--- src/rtl/ieig_regs.svh ---
/*
 * Register indices, reset values and field positions of the inertial
 * event interrupt generator.
 * Assumes an APB slave decoding paddr[7:2] as the register index.
 */
`ifndef IEIG_REGS_SVH
`define IEIG_REGS_SVH

// register indices (byte address is four times the index)
`define IEIG_IDX_CFG1 6'h30
`define IEIG_IDX_SRC1 6'h31
`define IEIG_IDX_THS1 6'h32
`define IEIG_IDX_DUR1 6'h33
`define IEIG_IDX_CFG2 6'h34
`define IEIG_IDX_SRC2 6'h35
`define IEIG_IDX_THS2 6'h36
`define IEIG_IDX_DUR2 6'h37
`define IEIG_IDX_CTRL 6'h38
`define IEIG_IDX_STAT 6'h39
`define IEIG_IDX_MASK 6'h3a

// reset values and constants
`define IEIG_RST_BYTE 8'h00
`define IEIG_RST_FIELD 7'h00
`define IEIG_RST_PAIR 2'h0
`define IEIG_ZERO7 7'h00
`define IEIG_NO_HITS 6'h00
`define IEIG_DUR_MAX 7'h7f
`define IEIG_PAD24 24'h000000

// field positions
`define IEIG_AND_BIT 7
`define IEIG_SIXD_BIT 6
`define IEIG_ACT_BIT 6

`endif

--- src/rtl/ieig_pkg.sv ---
/*
 * Types shared by the inertial event interrupt generator.
 * Assumes nothing of its surroundings.
 */
package ieig_pkg;
	// combine mode from {and select, six direction enable}
	typedef enum logic [1:0] {mode_or, mode_move, mode_and, mode_pos} ieig_mode_t;
endpackage : ieig_pkg

--- src/rtl/ieig_dur_counter.sv ---
/*
 * Minimum duration counter of one event generator.
 * Assumes sample_valid pulses once per output sample, same clock.
 */
`timescale 1ns/1ns
`include "ieig_regs.svh"
module ieig_dur_counter
	import ieig_pkg::*;
(
	// clock and reset
	input logic core_clk,
	input logic reset,
	// condition per sample
	input logic sample_valid,
	input logic hit,
	input logic [6:0] duration_value,
	// result
	output logic reached
);
	logic [6:0] count_reg;

	// counts consecutive hit samples, saturating, cleared by a miss
	always_ff @(posedge core_clk) begin
		if (reset) begin
			count_reg <= `IEIG_RST_FIELD;
		end else if (sample_valid) begin
			if (!hit) begin
				count_reg <= `IEIG_RST_FIELD;
			end else if (count_reg != `IEIG_DUR_MAX) begin
				count_reg <= 7'(count_reg + 7'h01);
			end
		end
	end

	// enough earlier consecutive samples seen
	assign reached = (count_reg >= duration_value);

	a_count_per_sample: assert property (@(posedge core_clk) disable iff (reset)
		!sample_valid |=> $stable(count_reg))
		else $error("duration count moved without a sample");
endmodule : ieig_dur_counter

--- src/rtl/ieig_event_gen.sv ---
/*
 * One inertial event generator: per-axis compare, mode combine,
 * duration check and the source register with its latch option.
 * Assumes samples are 6-bit two's complement on the core clock.
 */
`timescale 1ns/1ns
`include "ieig_regs.svh"
module ieig_event_gen
	import ieig_pkg::*;
(
	// clock and reset
	input logic core_clk,
	input logic reset,
	// samples, {z, y, x}
	input logic sample_valid,
	input logic [17:0] sample_xyz,
	// settings
	input logic [7:0] config_byte,
	input logic [6:0] threshold_value,
	input logic [6:0] duration_value,
	input logic latch_enable,
	input logic source_read,
	// results
	output logic [6:0] source_bits,
	output logic event_set,
	output logic event_pin
);
	logic [5:0] over_under; // {zh, zl, yh, yl, xh, xl}
	logic [5:0] enabled;
	logic [5:0] hits;
	logic [5:0] prev_hits_reg;
	logic [5:0] flags_reg;
	logic active_reg;
	logic six_d;
	logic hit;
	logic dur_reached;
	logic frozen;
	logic recognized;
	ieig_mode_t mode;

	assign enabled = config_byte[5:0];
	assign six_d = config_byte[`IEIG_SIXD_BIT];
	assign mode = ieig_mode_t'({config_byte[`IEIG_AND_BIT], six_d});

	// per-axis compare of magnitude, or of signed side in six direction modes
	for (genvar i = 0; i < 3; i++) begin : g_axis
		logic [6:0] ext;
		logic [6:0] mag;
		assign ext = {sample_xyz[6*i+5], sample_xyz[6*i +: 6]};
		assign mag = ext[6] ? 7'(`IEIG_ZERO7 - ext) : ext;
		assign over_under[2*i+1] = (mag > threshold_value) && !(six_d && ext[6]);
		assign over_under[2*i] = six_d ? (ext[6] && (mag > threshold_value))
			: (mag < threshold_value);
	end

	assign hits = over_under & enabled;

	// combine enabled events as the mode says
	always_comb begin
		unique case (mode)
			mode_or: hit = |hits;
			mode_and: hit = (enabled != `IEIG_NO_HITS) && (&(over_under | ~enabled));
			mode_move: hit = (hits != `IEIG_NO_HITS) && (hits != prev_hits_reg);
			mode_pos: hit = |hits;
		endcase
	end

	ieig_dur_counter u_dur (
		.core_clk(core_clk),
		.reset(reset),
		.sample_valid(sample_valid),
		.hit(hit),
		.duration_value(duration_value),
		.reached(dur_reached)
	);

	assign frozen = latch_enable && active_reg;
	assign recognized = sample_valid && hit && dur_reached;
	assign event_set = recognized && !frozen;

	// previous direction pattern for movement recognition
	always_ff @(posedge core_clk) begin
		if (reset) begin
			prev_hits_reg <= `IEIG_NO_HITS;
		end else if (sample_valid) begin
			prev_hits_reg <= hits;
		end
	end

	// per-axis flags refresh each sample unless frozen by the latch
	always_ff @(posedge core_clk) begin
		if (reset) begin
			flags_reg <= `IEIG_NO_HITS;
		end else if (sample_valid && !frozen) begin
			flags_reg <= recognized ? hits : `IEIG_NO_HITS;
		end
	end

	// active flag: set wins over the clearing read
	always_ff @(posedge core_clk) begin
		if (reset) begin
			active_reg <= 1'b0;
		end else if (event_set) begin
			active_reg <= 1'b1;
		end else if (source_read) begin
			active_reg <= 1'b0;
		end
	end

	assign source_bits = {active_reg, flags_reg};
	assign event_pin = active_reg;

	a_latch_hold: assert property (@(posedge core_clk) disable iff (reset)
		(latch_enable && active_reg && !source_read) |=> $stable(flags_reg))
		else $error("latched source changed before read");
	a_active_cause: assert property (@(posedge core_clk) disable iff (reset)
		$rose(active_reg) |-> $past(sample_valid && hit && dur_reached))
		else $error("active set without a full duration");
	a_disabled_flags: assert property (@(posedge core_clk) disable iff (reset)
		(sample_valid && !frozen) |=> ((flags_reg & ~$past(enabled)) == `IEIG_NO_HITS))
		else $error("flag set for a disabled event");
	a_and_mode: assert property (@(posedge core_clk) disable iff (reset)
		(mode == mode_and && ((hits ^ enabled) != `IEIG_NO_HITS)) |-> !hit)
		else $error("and mode hit with an event missing");
endmodule : ieig_event_gen

--- src/rtl/ieig_top.sv ---
/*
 * Inertial event interrupt generator: two event generators, their
 * register file on APB, two event pins and one summary interrupt.
 * Assumes samples and the APB master share core_clk.
 */
// Implementation choice: the APB slave port.
`timescale 1ns/1ns
`include "ieig_regs.svh"
// Notes on behaviour
// - active flag set on any generated event
// - six axis flags set by their events
// - reading source one clears active and pin
// - reading source two clears active and pin
// - latched source frozen until read
// - source registers ignore writes
// - seven bit threshold, reset zero
// - seven bit duration, reset zero
// - duration counted in sample periods
// - over enable requests above threshold
// - under enable requests below threshold, or negative beyond it in six direction modes
// - mode bits select or, and, six direction
// - second config bits reset to or
// - first config register alike, resets zero
module ieig_top
	import ieig_pkg::*;
(
	// clock and reset
	input logic core_clk,
	input logic reset,
	// apb slave
	input logic psel,
	input logic penable,
	input logic pwrite,
	input logic [7:0] paddr,
	input logic [31:0] pwdata,
	output logic [31:0] prdata,
	output logic pready,
	output logic pslverr,
	// acceleration samples
	input logic sample_valid,
	input logic [5:0] x_sample,
	input logic [5:0] y_sample,
	input logic [5:0] z_sample,
	// event pins and interrupt
	output logic event1_pin,
	output logic event2_pin,
	output logic irq
);
	logic [7:0] cfg1_reg;
	logic [6:0] ths1_reg;
	logic [6:0] dur1_reg;
	logic [7:0] cfg2_reg;
	logic [6:0] ths2_reg;
	logic [6:0] dur2_reg;
	logic [1:0] latch_reg;
	logic [1:0] irq_stat_reg;
	logic [1:0] irq_mask_reg;
	logic [1:0] irq_stat_next;
	logic [31:0] prdata_reg;
	logic pready_reg;
	logic pslverr_reg;
	logic irq_reg;
	logic [5:0] idx;
	logic access;
	logic capture;
	logic wr_done;
	logic mapped;
	logic [7:0] rd_byte;
	logic src1_read;
	logic src2_read;
	logic [6:0] src1;
	logic [6:0] src2;
	logic set1;
	logic set2;
	logic pin1;
	logic pin2;
	logic [17:0] sample_xyz;

	assign sample_xyz = {z_sample, y_sample, x_sample};

	// apb phases: one wait cycle, read data and read side effects at capture, writes land at completion
	assign idx = paddr[7:2];
	assign access = psel && penable;
	assign capture = access && !pready_reg;
	assign wr_done = access && pready_reg && pwrite;

	// source reads clear the active flag at the capture edge
	assign src1_read = capture && !pwrite && (idx == `IEIG_IDX_SRC1);
	assign src2_read = capture && !pwrite && (idx == `IEIG_IDX_SRC2);

	ieig_event_gen u_gen1 (
		.core_clk(core_clk),
		.reset(reset),
		.sample_valid(sample_valid),
		.sample_xyz(sample_xyz),
		.config_byte(cfg1_reg),
		.threshold_value(ths1_reg),
		.duration_value(dur1_reg),
		.latch_enable(latch_reg[0]),
		.source_read(src1_read),
		.source_bits(src1),
		.event_set(set1),
		.event_pin(pin1)
	);

	ieig_event_gen u_gen2 (
		.core_clk(core_clk),
		.reset(reset),
		.sample_valid(sample_valid),
		.sample_xyz(sample_xyz),
		.config_byte(cfg2_reg),
		.threshold_value(ths2_reg),
		.duration_value(dur2_reg),
		.latch_enable(latch_reg[1]),
		.source_read(src2_read),
		.source_bits(src2),
		.event_set(set2),
		.event_pin(pin2)
	);

	// address decode and read mux, reserved bits read zero
	always_comb begin
		mapped = 1'b1;
		rd_byte = `IEIG_RST_BYTE;
		unique case (idx)
			`IEIG_IDX_CFG1: rd_byte = cfg1_reg;
			`IEIG_IDX_SRC1: rd_byte = {1'b0, src1};
			`IEIG_IDX_THS1: rd_byte = {1'b0, ths1_reg};
			`IEIG_IDX_DUR1: rd_byte = {1'b0, dur1_reg};
			`IEIG_IDX_CFG2: rd_byte = cfg2_reg;
			`IEIG_IDX_SRC2: rd_byte = {1'b0, src2};
			`IEIG_IDX_THS2: rd_byte = {1'b0, ths2_reg};
			`IEIG_IDX_DUR2: rd_byte = {1'b0, dur2_reg};
			`IEIG_IDX_CTRL: rd_byte = {6'h00, latch_reg};
			`IEIG_IDX_STAT: rd_byte = {6'h00, irq_stat_reg};
			`IEIG_IDX_MASK: rd_byte = {6'h00, irq_mask_reg};
			default: mapped = 1'b0;
		endcase
	end

	// apb answer flops
	always_ff @(posedge core_clk) begin
		if (reset) begin
			pready_reg <= 1'b0;
			pslverr_reg <= 1'b0;
			prdata_reg <= {`IEIG_PAD24, `IEIG_RST_BYTE};
		end else begin
			pready_reg <= capture;
			pslverr_reg <= capture && !mapped;
			if (capture && !pwrite) begin
				prdata_reg <= {`IEIG_PAD24, rd_byte};
			end
		end
	end

	// first generator settings
	always_ff @(posedge core_clk) begin
		if (reset) begin
			cfg1_reg <= `IEIG_RST_BYTE;
			ths1_reg <= `IEIG_RST_FIELD;
			dur1_reg <= `IEIG_RST_FIELD;
		end else if (wr_done) begin
			if (idx == `IEIG_IDX_CFG1) begin
				cfg1_reg <= pwdata[7:0];
			end
			if (idx == `IEIG_IDX_THS1) begin
				ths1_reg <= pwdata[6:0];
			end
			if (idx == `IEIG_IDX_DUR1) begin
				dur1_reg <= pwdata[6:0];
			end
		end
	end

	// second generator settings; source indices have no write path
	always_ff @(posedge core_clk) begin
		if (reset) begin
			cfg2_reg <= `IEIG_RST_BYTE;
			ths2_reg <= `IEIG_RST_FIELD;
			dur2_reg <= `IEIG_RST_FIELD;
		end else if (wr_done) begin
			if (idx == `IEIG_IDX_CFG2) begin
				cfg2_reg <= pwdata[7:0];
			end
			if (idx == `IEIG_IDX_THS2) begin
				ths2_reg <= pwdata[6:0];
			end
			if (idx == `IEIG_IDX_DUR2) begin
				dur2_reg <= pwdata[6:0];
			end
		end
	end

	// latch option and interrupt mask
	always_ff @(posedge core_clk) begin
		if (reset) begin
			latch_reg <= `IEIG_RST_PAIR;
			irq_mask_reg <= `IEIG_RST_PAIR;
		end else if (wr_done) begin
			if (idx == `IEIG_IDX_CTRL) begin
				latch_reg <= pwdata[1:0];
			end
			if (idx == `IEIG_IDX_MASK) begin
				irq_mask_reg <= pwdata[1:0];
			end
		end
	end

	// sticky status, write one to clear, a new event wins
	always_comb begin
		irq_stat_next = irq_stat_reg;
		if (wr_done && (idx == `IEIG_IDX_STAT)) begin
			irq_stat_next = irq_stat_reg & ~pwdata[1:0];
		end
		irq_stat_next = irq_stat_next | {set2, set1};
	end

	always_ff @(posedge core_clk) begin
		if (reset) begin
			irq_stat_reg <= `IEIG_RST_PAIR;
		end else begin
			irq_stat_reg <= irq_stat_next;
		end
	end

	// registered outputs
	always_ff @(posedge core_clk) begin
		if (reset) begin
			irq_reg <= 1'b0;
			event1_pin <= 1'b0;
			event2_pin <= 1'b0;
		end else begin
			irq_reg <= |(irq_stat_reg & irq_mask_reg);
			event1_pin <= pin1;
			event2_pin <= pin2;
		end
	end

	assign prdata = prdata_reg;
	assign pready = pready_reg;
	assign pslverr = pslverr_reg;
	assign irq = irq_reg;

	a_src1_clear: assert property (@(posedge core_clk) disable iff (reset)
		(src1_read && !set1) |=> ##1 !event1_pin)
		else $error("source one read did not clear pin one");
	a_src2_clear: assert property (@(posedge core_clk) disable iff (reset)
		(src2_read && !set2) |=> (!src2[6] ##1 !event2_pin))
		else $error("source two read did not clear active");
	a_src_readonly: assert property (@(posedge core_clk) disable iff (reset)
		(wr_done && idx == `IEIG_IDX_SRC1 && !sample_valid) |=> $stable(src1))
		else $error("write changed source one");
	a_ths_reset: assert property (@(posedge core_clk)
		reset |=> (ths1_reg == `IEIG_RST_FIELD && ths2_reg == `IEIG_RST_FIELD))
		else $error("threshold not zero after reset");
	a_dur_reset: assert property (@(posedge core_clk)
		reset |=> (dur1_reg == `IEIG_RST_FIELD && dur2_reg == `IEIG_RST_FIELD))
		else $error("duration not zero after reset");
	a_cfg_reset: assert property (@(posedge core_clk)
		reset |=> (cfg2_reg == `IEIG_RST_BYTE && cfg1_reg == `IEIG_RST_BYTE))
		else $error("config not zero after reset");
	a_active_reset: assert property (@(posedge core_clk)
		reset |=> (!src1[`IEIG_ACT_BIT] && src2 == `IEIG_RST_FIELD))
		else $error("source not clear after reset");
	a_bit7_zero: assert property (@(posedge core_clk) disable iff (reset)
		(capture && !pwrite && idx == `IEIG_IDX_THS1) |=> (pready && !prdata[7]))
		else $error("threshold bit seven read nonzero");
	a_irq_level: assert property (@(posedge core_clk) disable iff (reset)
		(|(irq_stat_reg & irq_mask_reg)) |=> irq)
		else $error("interrupt low with unmasked status");

	// apb answer: one cycle wide, error only with ready, upper data bits zero
	a_ready_pulse: assert property (@(posedge core_clk) disable iff (reset)
		pready |=> !pready)
		else $error("ready stood longer than one cycle");
	a_ready_follow: assert property (@(posedge core_clk) disable iff (reset)
		capture |=> pready)
		else $error("no ready after capture");
	a_err_with_ready: assert property (@(posedge core_clk) disable iff (reset)
		pslverr |-> pready)
		else $error("error without ready");
	a_rdata_upper: assert property (@(posedge core_clk) disable iff (reset)
		pready |-> (prdata[31:8] == `IEIG_PAD24))
		else $error("read data upper bits nonzero");
	a_unmapped_err: assert property (@(posedge core_clk) disable iff (reset)
		(capture && !mapped) |=> (pready && pslverr))
		else $error("unmapped index answered without error");
	a_mapped_ok: assert property (@(posedge core_clk) disable iff (reset)
		(capture && mapped) |=> !pslverr)
		else $error("mapped index answered with error");

	// source reads return the flags with bit seven clear, writes leave them
	a_src1_data: assert property (@(posedge core_clk) disable iff (reset)
		src1_read |=> (prdata == {`IEIG_PAD24, 1'b0, $past(src1)}))
		else $error("source one read data wrong");
	a_src2_data: assert property (@(posedge core_clk) disable iff (reset)
		src2_read |=> (prdata == {`IEIG_PAD24, 1'b0, $past(src2)}))
		else $error("source two read data wrong");
	a_src2_readonly: assert property (@(posedge core_clk) disable iff (reset)
		(wr_done && idx == `IEIG_IDX_SRC2 && !sample_valid) |=> $stable(src2))
		else $error("write changed source two");

	// setting writes land at the completing edge
	a_ths1_write: assert property (@(posedge core_clk) disable iff (reset)
		(wr_done && idx == `IEIG_IDX_THS1) |=> (ths1_reg == $past(pwdata[6:0])))
		else $error("threshold one write lost");
	a_ths2_write: assert property (@(posedge core_clk) disable iff (reset)
		(wr_done && idx == `IEIG_IDX_THS2) |=> (ths2_reg == $past(pwdata[6:0])))
		else $error("threshold two write lost");
	a_dur1_write: assert property (@(posedge core_clk) disable iff (reset)
		(wr_done && idx == `IEIG_IDX_DUR1) |=> (dur1_reg == $past(pwdata[6:0])))
		else $error("duration one write lost");
	a_dur2_write: assert property (@(posedge core_clk) disable iff (reset)
		(wr_done && idx == `IEIG_IDX_DUR2) |=> (dur2_reg == $past(pwdata[6:0])))
		else $error("duration two write lost");
	a_cfg1_write: assert property (@(posedge core_clk) disable iff (reset)
		(wr_done && idx == `IEIG_IDX_CFG1) |=> (cfg1_reg == $past(pwdata[7:0])))
		else $error("config one write lost");
	a_cfg2_write: assert property (@(posedge core_clk) disable iff (reset)
		(wr_done && idx == `IEIG_IDX_CFG2) |=> (cfg2_reg == $past(pwdata[7:0])))
		else $error("config two write lost");

	// event pins follow the active flags one cycle later
	a_pin1_high: assert property (@(posedge core_clk) disable iff (reset)
		src1[`IEIG_ACT_BIT] |=> event1_pin)
		else $error("pin one low while active");
	a_pin1_low: assert property (@(posedge core_clk) disable iff (reset)
		!src1[`IEIG_ACT_BIT] |=> !event1_pin)
		else $error("pin one high while inactive");
	a_pin2_high: assert property (@(posedge core_clk) disable iff (reset)
		src2[`IEIG_ACT_BIT] |=> event2_pin)
		else $error("pin two low while active");
	a_pin2_low: assert property (@(posedge core_clk) disable iff (reset)
		!src2[`IEIG_ACT_BIT] |=> !event2_pin)
		else $error("pin two high while inactive");

	// sticky status and the level interrupt
	a_stat_set1: assert property (@(posedge core_clk) disable iff (reset)
		set1 |=> irq_stat_reg[0])
		else $error("status one not set by event");
	a_stat_set2: assert property (@(posedge core_clk) disable iff (reset)
		set2 |=> irq_stat_reg[1])
		else $error("status two not set by event");
	a_stat_clear: assert property (@(posedge core_clk) disable iff (reset)
		(wr_done && idx == `IEIG_IDX_STAT && pwdata[0] && !set1) |=> !irq_stat_reg[0])
		else $error("status one not cleared by write");
	a_irq_masked: assert property (@(posedge core_clk) disable iff (reset)
		!(|(irq_stat_reg & irq_mask_reg)) |=> !irq)
		else $error("interrupt high with nothing unmasked");
endmodule : ieig_top

--- config.mk ---
export PLATFORM = sky130hd
export DESIGN_NAME = ieig_top
export DESIGN_NICKNAME = d
export VERILOG_FILES = /design/src/rtl/ieig_pkg.sv /design/src/rtl/ieig_dur_counter.sv /design/src/rtl/ieig_event_gen.sv /design/src/rtl/ieig_top.sv
export VERILOG_INCLUDE_DIRS = /design/src /design/src/rtl
export SDC_FILE = /design/constraint.sdc
export NUM_CORES = 1
export LEC_CHECK = 0
export BUFFER_PORTS_ARGS = -buffer_cell sky130_fd_sc_hd__buf_2
export CAP_MARGIN = 20
export CORE_ASPECT_RATIO = 1.5
export CORE_UTILIZATION = 63
export DETAILED_ROUTE_END_ITERATION = 8
export PLACE_DENSITY = 0.91
export SYNTH_ARGS = -nofsm -noshare
export SYNTH_HDL_FRONTEND = slang
export SYNTH_SLANG_ARGS = --single-unit
--- constraint.sdc ---
create_clock -name core_clk -period 6.8 [get_ports core_clk]
set_clock_uncertainty 0.1 [all_clocks]
set_input_delay 0.34 -clock core_clk [delete_from_list [all_inputs] [get_ports core_clk]]
set_output_delay 0.34 -clock core_clk [all_outputs]
set_load 0.01 [all_outputs]
==> qor.yml, run 1 <==
run_status:
  status: "finished, final reports clean"
synthesis:
  async_reset_ff_frac: 0
  synth_cells: 810
  synth_area_per_cell_um2: 8.66
  synth_top_cell_by_area: "dfxtp_1"
  dominantRegCellSynth: "dfxtp_1"
  yosysWarnings: 0
  syn_area_um2: 7020
  ys_seq_elements: 103
  synth_edf_count: 0
  yosysUniqueCellTypes: 81
  synth_area_leaders: "dfxtp_1 29%, ha_1 11%, mux2i_1 7.4%, nor2_1 5.1%, mux4_2 3.9%"
  synth_top_area_share: 0.294
  yosysSeqAreaShare: 0.294
global_route:
  grt_antenna_before_repair: 0
  grt_use_total: 0.317
  overflow: 0
  grt_pass1_wl_um: 28500
  grt_max_degree: 90
  grt_pass1_vias: 5937
cells_and_area:
  multi_input_area_um2: 4600
  syn_to_final_growth_pct: 7.88
  diodes: 0
  seq_area_um2: 2060
  fill_cells: 807
  finalNonFillerCells: 999
  fin_nets: 976
  drive_gt1_frac: 0.125
detailed_routing:
  via_per_inst: 6.25
  drc: 0
  drt-total-wl_um: 17700
  drtIter0Drc: 586
  via_count: 6247
  drtAntennaViolNets: 0
  wl_per_cell_um: 17.7
  dr.pass1.iters: 5
clock_tree:
  clk_pin_slew_ns: 0.06
  tritoncts: "yes"
  cts_max_level: 3
  cts-root-buf: "clkbuf_16"
  cts_sinks: 103
  post-cts-setup-buffer-count: 0
  ctsResizeCount: 0
  clk-insertion-delay-late_ns: 0.36
  clockBufferDepth: 2
  cts_buffers: 9
  cts_hold_buf: 0
hold_path:
  hp-class: "in -> reg"
  hold_path_depth: 3
  hold_end: "cfg2_reg[7]$_SDFFE_PP0P_"
  worstHoldStart: "pwdata[7]"
timing:
  slew_viol_final: 0
  fin_crit_sh: 0.611
  hold_viol: 0
  setup_slack_ns: 2.64
  fmax_mhz: 241
  setup_tns_ns: 0
  fin_crit_ns: 4.16
  finalSetupViolations: 0
  relSlewSlack: 0.286
  tightest_slew_ns: 1.06
  rsz0062_at_grt: "no"
die:
  dieArea_um2: 11600
  die_h_um: 131
  std_cell_rows: 46
  initial_utilization: 0.656
  core_um2: 10700
  ios: 101
  die_x_um: 88.2
worst_setup_path:
  crit_chain: "buf_2, or3_1, nor4b_1, ha_1, o21ai_0, o2bb2ai_1, a31o_2, o22ai_1, xor2_1, or4_1, nor4_2, o41a_4, nor3_2, a32o_1"
  start_kind: "input pin"
  worstPathMaxFanout: 6
  end_kind: "flop"
  criticalPathCategory: "in -> reg"
  r2r_start: "ths1_reg[5]$_SDFFE_PP0P_"
  critPathTopFamily: "simple AND/OR/NAND/NOR gates"
  crit_path_max_incr_delay_ns: 0.62
  arrival_ns: 4.30
  timing.rr.end: "u_gen1.flags_reg[2]$_SDFFE_PP0P_"
  ff2ff_setup_slack_ns: 2.89
  path_buf_inv: 1
  cp.required_ns: 6.95
  reg2reg_depth: 12
  cpMaxStageDelayCell: "nor4b_1"
power_and_ir_drop:
  comb_power_share: 0.136
  irDropWorstVdd_v: 0.000127
  p_switching_mw: 0.339
  power_mw: 1.28
  p_leak_nw: 2.92
  clkPwrFrac: 0.388
  power.share.switching: 0.265
  p_int_mw: 0.937
  p_per_area_nw_per_um2: 168
  sequentialPowerShare: 0.476
placement:
  routabilityCongestion: 0.950
  hpwl_um: 13000
  io_buffers: 50
  dp.cells: 984
  place_ws_ns: 2.35
job:
  max_cap_violations: 0
==> tightest hold or removal path: stages <==
cell     delay (ns)
buf_2          0.09
mux2i_1        0.06
nor2_1         0.07
==> cell type report <==
type,instances,share of cell area
repair buffers,53,0.0360
clock inverters,2,0.00215
clock buffers,13,0.0344
inverters,49,0.0243
well taps,144,0.0238
multi-input cells,635,0.607
flip-flops and latches,103,0.272
==> metal layers <==
layer / up-vias / track usage / routed length (um)
li1: 2942 / - / -
met1: 2928 / 0.368 / 6850
met2: 293 / 0.520 / 8680
met3: 84 / 0.0603 / 1040
met4: 0 / 0.203 / 1130
met5: - / 0 / 0
==> power by group through the flow <==
stage               sequential (mW)  combinational [mW]  clock [mW]
floorplan                     0.622               0.131           0
global placement              0.621               0.166           0
detailed placement            0.621               0.170           0
CTS                           0.607               0.171       0.492
global route                  0.607               0.192       0.523
finish                        0.607               0.174       0.494
==> cell usage after synthesis (all sizes together), types with 14 or more instances <==
cell and count:
nand2b 14, ha 61, inv 49, o21ai 23
xnor2 16, dfxtp 103, nand2 71, nor3 14
nand3 33, clkbuf 24, a21o 16, mux2i 53
a21oi 36, buf 28, nor2 95
==> placed cells by master (no fill, tap or decap), types with 4 or more instances in the layout <==
cell type / count
dfxtp_1: 103
nor2_1: 95
nand2_1: 70
ha_1: 61
mux2i_1: 52
buf_2: 50
inv_1: 49
a21oi_1: 36
nand3_1: 32
conb_1: 30
o21ai_0: 16
a21o_1: 16
xnor2_1: 15
nand2b_1: 14
nor2b_1: 12
a211oi_1: 12
mux4_2: 12
nand4_1: 11
nor3_1: 10
a22oi_1: 9
clkbuf_16: 9
and3_1: 8
a31oi_1: 8
xor2_1: 7
o21ai_1: 7
or3_1: 6
o21a_1: 6
a22o_1: 6
o211ai_1: 5
and2_1: 4
a32o_1: 4
==> metrics by stage <==
step | hold slack (ns) | utilization | cell area [um^2]
after detailed placement | 0.362 | 0.681 | 7290
final | 0.144 | 0.707 | 7570
after global routing | 0.158 | 0.707 | 7570
after CTS | 0.140 | 0.707 | 7570
after floorplan | 0.320 | - | 7130
after global placement | 0.340 | 0.681 | 7290
==> worst max-delay path by stage <==
stage          depth (start not counted)   startpoint                                endpoint  slack (ns)
2_1_floorplan                         13  z_sample[1]  u_gen2.u_dur.count_reg[5]$_SDFFE_PP0P_        3.05
3_3_place_gp                          14  z_sample[1]        u_gen1.flags_reg[0]$_SDFFE_PP0P_        2.37
3_5_place_dp                          14  z_sample[1]        u_gen1.flags_reg[2]$_SDFFE_PP0P_        2.35
4_1_cts                               14  z_sample[1]        u_gen1.flags_reg[2]$_SDFFE_PP0P_        2.69
5_1_grt                               14  z_sample[1]  u_gen2.u_dur.count_reg[5]$_SDFFE_PP0P_        2.50
6_report                              14  z_sample[1]        u_gen1.flags_reg[2]$_SDFFE_PP0P_        2.64
==> kinds of logic (layout without fill, tap and decap cells) <==
family          Yosys count  after routing  share of synthesized area
flops                   103            103                      0.294
compound gates          159            159                      0.164
mux                      68             68                      0.121
buf+inv                 101            117                     0.0676
xor+xnor                 23             23                     0.0314
simple gates            294            294                      0.213
fa+ha+maj                61             61                      0.109
other cells               1             30                   0.000534
Note: power is estimated with default switching activity, not from simulation.
==> run 2: changes to the inputs <==
--- a/config.mk
+++ b/config.mk
@@ -6,12 +6,13 @@
 export SDC_FILE = /design/constraint.sdc
 export NUM_CORES = 1
 export LEC_CHECK = 0
+export ABC_AREA = 1
 export BUFFER_PORTS_ARGS = -buffer_cell sky130_fd_sc_hd__buf_2
 export CAP_MARGIN = 20
 export CORE_ASPECT_RATIO = 1.5
-export CORE_UTILIZATION = 63
+export CORE_UTILIZATION = 53
 export DETAILED_ROUTE_END_ITERATION = 8
-export PLACE_DENSITY = 0.91
+export PLACE_DENSITY = 0.82
 export SYNTH_ARGS = -nofsm -noshare
 export SYNTH_HDL_FRONTEND = slang
 export SYNTH_SLANG_ARGS = --single-unit
==> constraint.sdc (replaced) <==
create_clock -name core_clk -period 3.8 [get_ports core_clk]
set_clock_uncertainty 0.1 [all_clocks]
set_input_delay 0.19 -clock core_clk [delete_from_list [all_inputs] [get_ports core_clk]]
set_output_delay 0.19 -clock core_clk [all_outputs]
set_load 0.01 [all_outputs]
==> run 2 against run 1 <==
Net effect: largest power group unchanged; setup slack lost 1.9 ns; non-clock buffer count grew 2; synthesized area shrank 2.9%; sequential share of layout area grew 0.55 points; largest cell class unchanged; clock-buffer cell count shrank 3; register-to-register slack lost 2.0 ns.
==> qor.yml, run 2 <==
worst_setup_path:
  crit_path_frequent_cell: "nand2_1"
  cp.required_ns: 3.92  # was 6.95 ns
  startpoint: "y_sample[0]"  # was z_sample[1]
  cpMaxStageDelayCell: "xor2_1"  # was nor4b_1
  path_buf_inv: 2  # was 1
  critPathTopFamily: "simple AND/OR/NAND/NOR gates"  # unchanged
  crit_path_max_incr_delay_ns: 0.35  # was 0.62 ns
  arrival_ns: 3.19  # was 4.30 ns
  start_kind: "input pin"  # unchanged
  end_kind: "flop"  # unchanged
  worstPathMaxFanout: 7  # was 6
  crit_chain: "buf_2, inv_1, ha_1, a31oi_1, xor2_1, ha_1, a21o_1, nand4_1, nand2_1, nor2_1, nand2_1, nand2_1, nand2_1, nand2_1, nand2_1, nor2_1, nand3_1, nand2_1, nand2_1, nand2_2, nand3_2, nand3_1, a21oi_1"  # was buf_2, or3_1, nor4b_1, ha_1, o21ai_0, o2bb2ai_1, a31o_2, o22ai_1, xor2_1, or4_1, nor4_2, o41a_4, nor3_2, a32o_1
  criticalPathCategory: "in -> reg"  # unchanged
  r2r_start: "ths2_reg[5]$_SDFFE_PP0P_"  # was ths1_reg[5]$_SDFFE_PP0P_
cells_and_area:
  final_common_cell: "nand2_1"  # was dfxtp_1
  diodes: 0  # unchanged
  drive_gt1_frac: 0.103  # was 0.125
  fill_cells: 1176  # was 807
  seq_area_um2: 2060  # unchanged
  multi_input_area_um2: 4050  # was 4600 um^2
  final_cell_mix: "151 x nand2_1, 137 x inv_1, 103 x a21oi_1, 103 x dfxtp_1, 76 x nor2_1"  # was 103 x dfxtp_1, 95 x nor2_1, 70 x nand2_1
  fin_nets: 1146  # was 976
  syn_to_final_growth_pct: 8.93  # was 7.88%
global_route:
  grt_pass1_wl_um: 29000  # was 28500 um
  grt_max_degree: 44  # was 90
  grt_antenna_before_repair: 0  # unchanged
  overflow: 0  # unchanged
  grt_use_total: 0.285  # was 0.317
  grt_pass1_vias: 6031  # was 5937
synthesis:
  netlist_top_cells_count: "151 x nand2_1, 137 x inv_1, 103 x a21oi_1, 103 x dfxtp_1, 76 x nor2_1"  # was 103 x dfxtp_1, 95 x nor2_1, 70 x nand2_1
  synth_area_leaders: "dfxtp_1 30%, ha_1 11%, nand2_1 8.3%, a21oi_1 7.6%, inv_1 7.5%"  # was dfxtp_1 29%, ha_1 11%, mux2i_1 7.4%, nor2_1 5.1%, mux4_2 3.9%
  async_reset_ff_frac: 0  # unchanged
  yosysMostFrequentCell: "nand2_1"  # was dfxtp_1
  synth_cells: 970  # was 810
  dominantRegCellSynth: "dfxtp_1"  # unchanged
  synth_top_area_share: 0.303  # was 0.294
  yosysSeqAreaShare: 0.303  # was 0.294
  synth_area_per_cell_um2: 7.02  # was 8.66 um^2
  synth_edf_count: 0  # unchanged
  synth_top_cell_by_area: "dfxtp_1"  # unchanged
  ys_seq_elements: 103  # unchanged
  syn_area_um2: 6810  # was 7020 um^2
  yosysWarnings: 0  # unchanged
  yosysUniqueCellTypes: 49  # was 81
clock_tree:
  cts_buffers: 9  # unchanged
  cts_max_level: 3  # unchanged
  cts_hold_buf: 0  # unchanged
  clk-insertion-delay-late_ns: 0.35  # was 0.36 ns
  tritoncts: "yes"  # unchanged
  post-cts-setup-buffer-count: 0  # unchanged
  clockBufferDepth: 2  # unchanged
  clk_pin_slew_ns: 0.06  # about the same
  ctsResizeCount: 0  # unchanged
  cts-root-buf: "clkbuf_16"  # unchanged
  cts_sinks: 103  # unchanged
power_and_ir_drop:
  irDropWorstVdd_v: 0.000255  # was 0.000127 V
  p_leak_nw: 3.19  # was 2.92 nW
  p_per_area_nw_per_um2: 307  # was 168 nW/um^2
timing:
  relSlewSlack: 0.476  # was 0.286
  slew_viol_final: 0  # unchanged
  fin_crit_sh: 0.809
  fin_crit_ns: 3.08
  finalSetupViolations: 0  # unchanged
  hold_viol: 0  # unchanged
  hold_slack_ns: 0.0433  # was 0.144 ns
  fmax_mhz: 325
  tightest_slew_ns: 0.786  # was 1.06 ns
  rsz0062_at_grt: "no"  # unchanged
  setup_tns_ns: 0  # unchanged
hold_path:
  hp-class: "in -> reg"  # unchanged
  worstHoldStart: "paddr[5]"  # was pwdata[7]
detailed_routing:
  drtAntennaViolNets: 0  # unchanged
  drtIter0Drc: 533  # was 586
  drt-total-wl_um: 18700  # was 17700 um
  dr.pass1.iters: 5  # unchanged
  via_count: 6665  # was 6247
  drc: 0  # unchanged
  wl_per_cell_um: 15.9  # was 17.7 um
  via_per_inst: 5.65  # was 6.25
die:
  initial_utilization: 0.545  # was 0.656
  die_h_um: 141  # was 131 um
  core_um2: 12500  # was 10700 um^2
  std_cell_rows: 50  # was 46
  ios: 101  # unchanged
  dieArea_um2: 13300  # was 11600 um^2
  die_x_um: 94.6  # was 88.2 um
run_status:
  status: "finished, final reports clean"  # unchanged
job:
  max_cap_violations: 0  # unchanged
placement:
  io_buffers: 50  # unchanged
  routabilityCongestion: 1.01  # was 0.950
  hpwl_um: 14600  # was 13000 um
run 2: report_power, final:
group          switching, mW  leakage (nW)  internal [mW]
sequential           0.00238         0.830           1.08
clock                  0.391         0.138          0.502
combinational          0.203          2.23         0.0974
total                  0.597          3.19           1.68
run 2: routing by layer:
layer / routed length (um) / global-route usage / part of all wire / vias up
li1: - / - / - / 3320
met1: 7380 / 0.316 / 0.39 / 3023
met2: 9450 / 0.512 / 0.50 / 262
met3: 977 / 0.0356 / 0.052 / 60
met4: 936 / 0.163 / 0.050 / 0
met5: 0 / 0 / 0 / -
run 2: path summary, 6_finish.rpt:
check | endpoint | slack, ns | cells past startpoint
worst max-delay path | u_gen1.u_dur.count_reg[5]$_SDFFE_PP0P_ | 0.72 | 23
worst max register to register | u_gen2.flags_reg[2]$_SDFFE_PP0P_ | 0.89 | 18
worst min-delay path | pslverr$_SDFF_PP0_ | 0.04 | 2
worst min register to register | irq$_SDFF_PP0_ | 0.37 | 2
run 2: stage by stage:
stage          cell area [um^2]  std cells  setup WS [ns]  utilization  power, mW
6_report                   7420       1180          0.725        0.593       2.28
5_1_grt                    7420       1180          0.447        0.593       2.36
4_1_cts                    7420       1180          0.753        0.593       2.28
3_5_place_dp               7140       1166          0.418        0.571       1.40
3_3_place_gp               7140       1166          0.444        0.571       1.40
2_1_floorplan              6920        999           1.04            -       1.33
run 2: worst reg2reg max path: stages (launching register included):
cell	delay, ns
dfxtp_1	0.34
inv_1	0.15
ha_1	0.35
nand2_1	0.07
o21a_1	0.18
nand2_1	0.07
nand2_1	0.08
o22ai_1	0.26
nand2_1	0.14
nand2_1	0.09
nand3_1	0.07
a21oi_1	0.12
nand3_1	0.09
nand2_1	0.07
nand2_2	0.06
nand2_4	0.09
nand2_1	0.09
nand2_2	0.22
o32ai_1	0.11
run 2: kinds of logic (layout without fill, tap and decap cells):
group,Yosys count,in the layout,synth area share
other cells,1,30,0.000550
buf+inv,189,214,0.118
compound gates,244,244,0.206
flops,103,103,0.303
fa+ha+maj,61,61,0.112
xor+xnor,18,18,0.0231
simple gates,354,354,0.237
run 2: final cells by class:
class | count | area share
timing repair buffer | 55 | 0.0388
multi-input combinational | 707 | 0.546
sequential | 103 | 0.278
tap | 156 | 0.0263
clock inverter | 4 | 0.00658
clock buffer | 10 | 0.0309
inverter | 145 | 0.0733
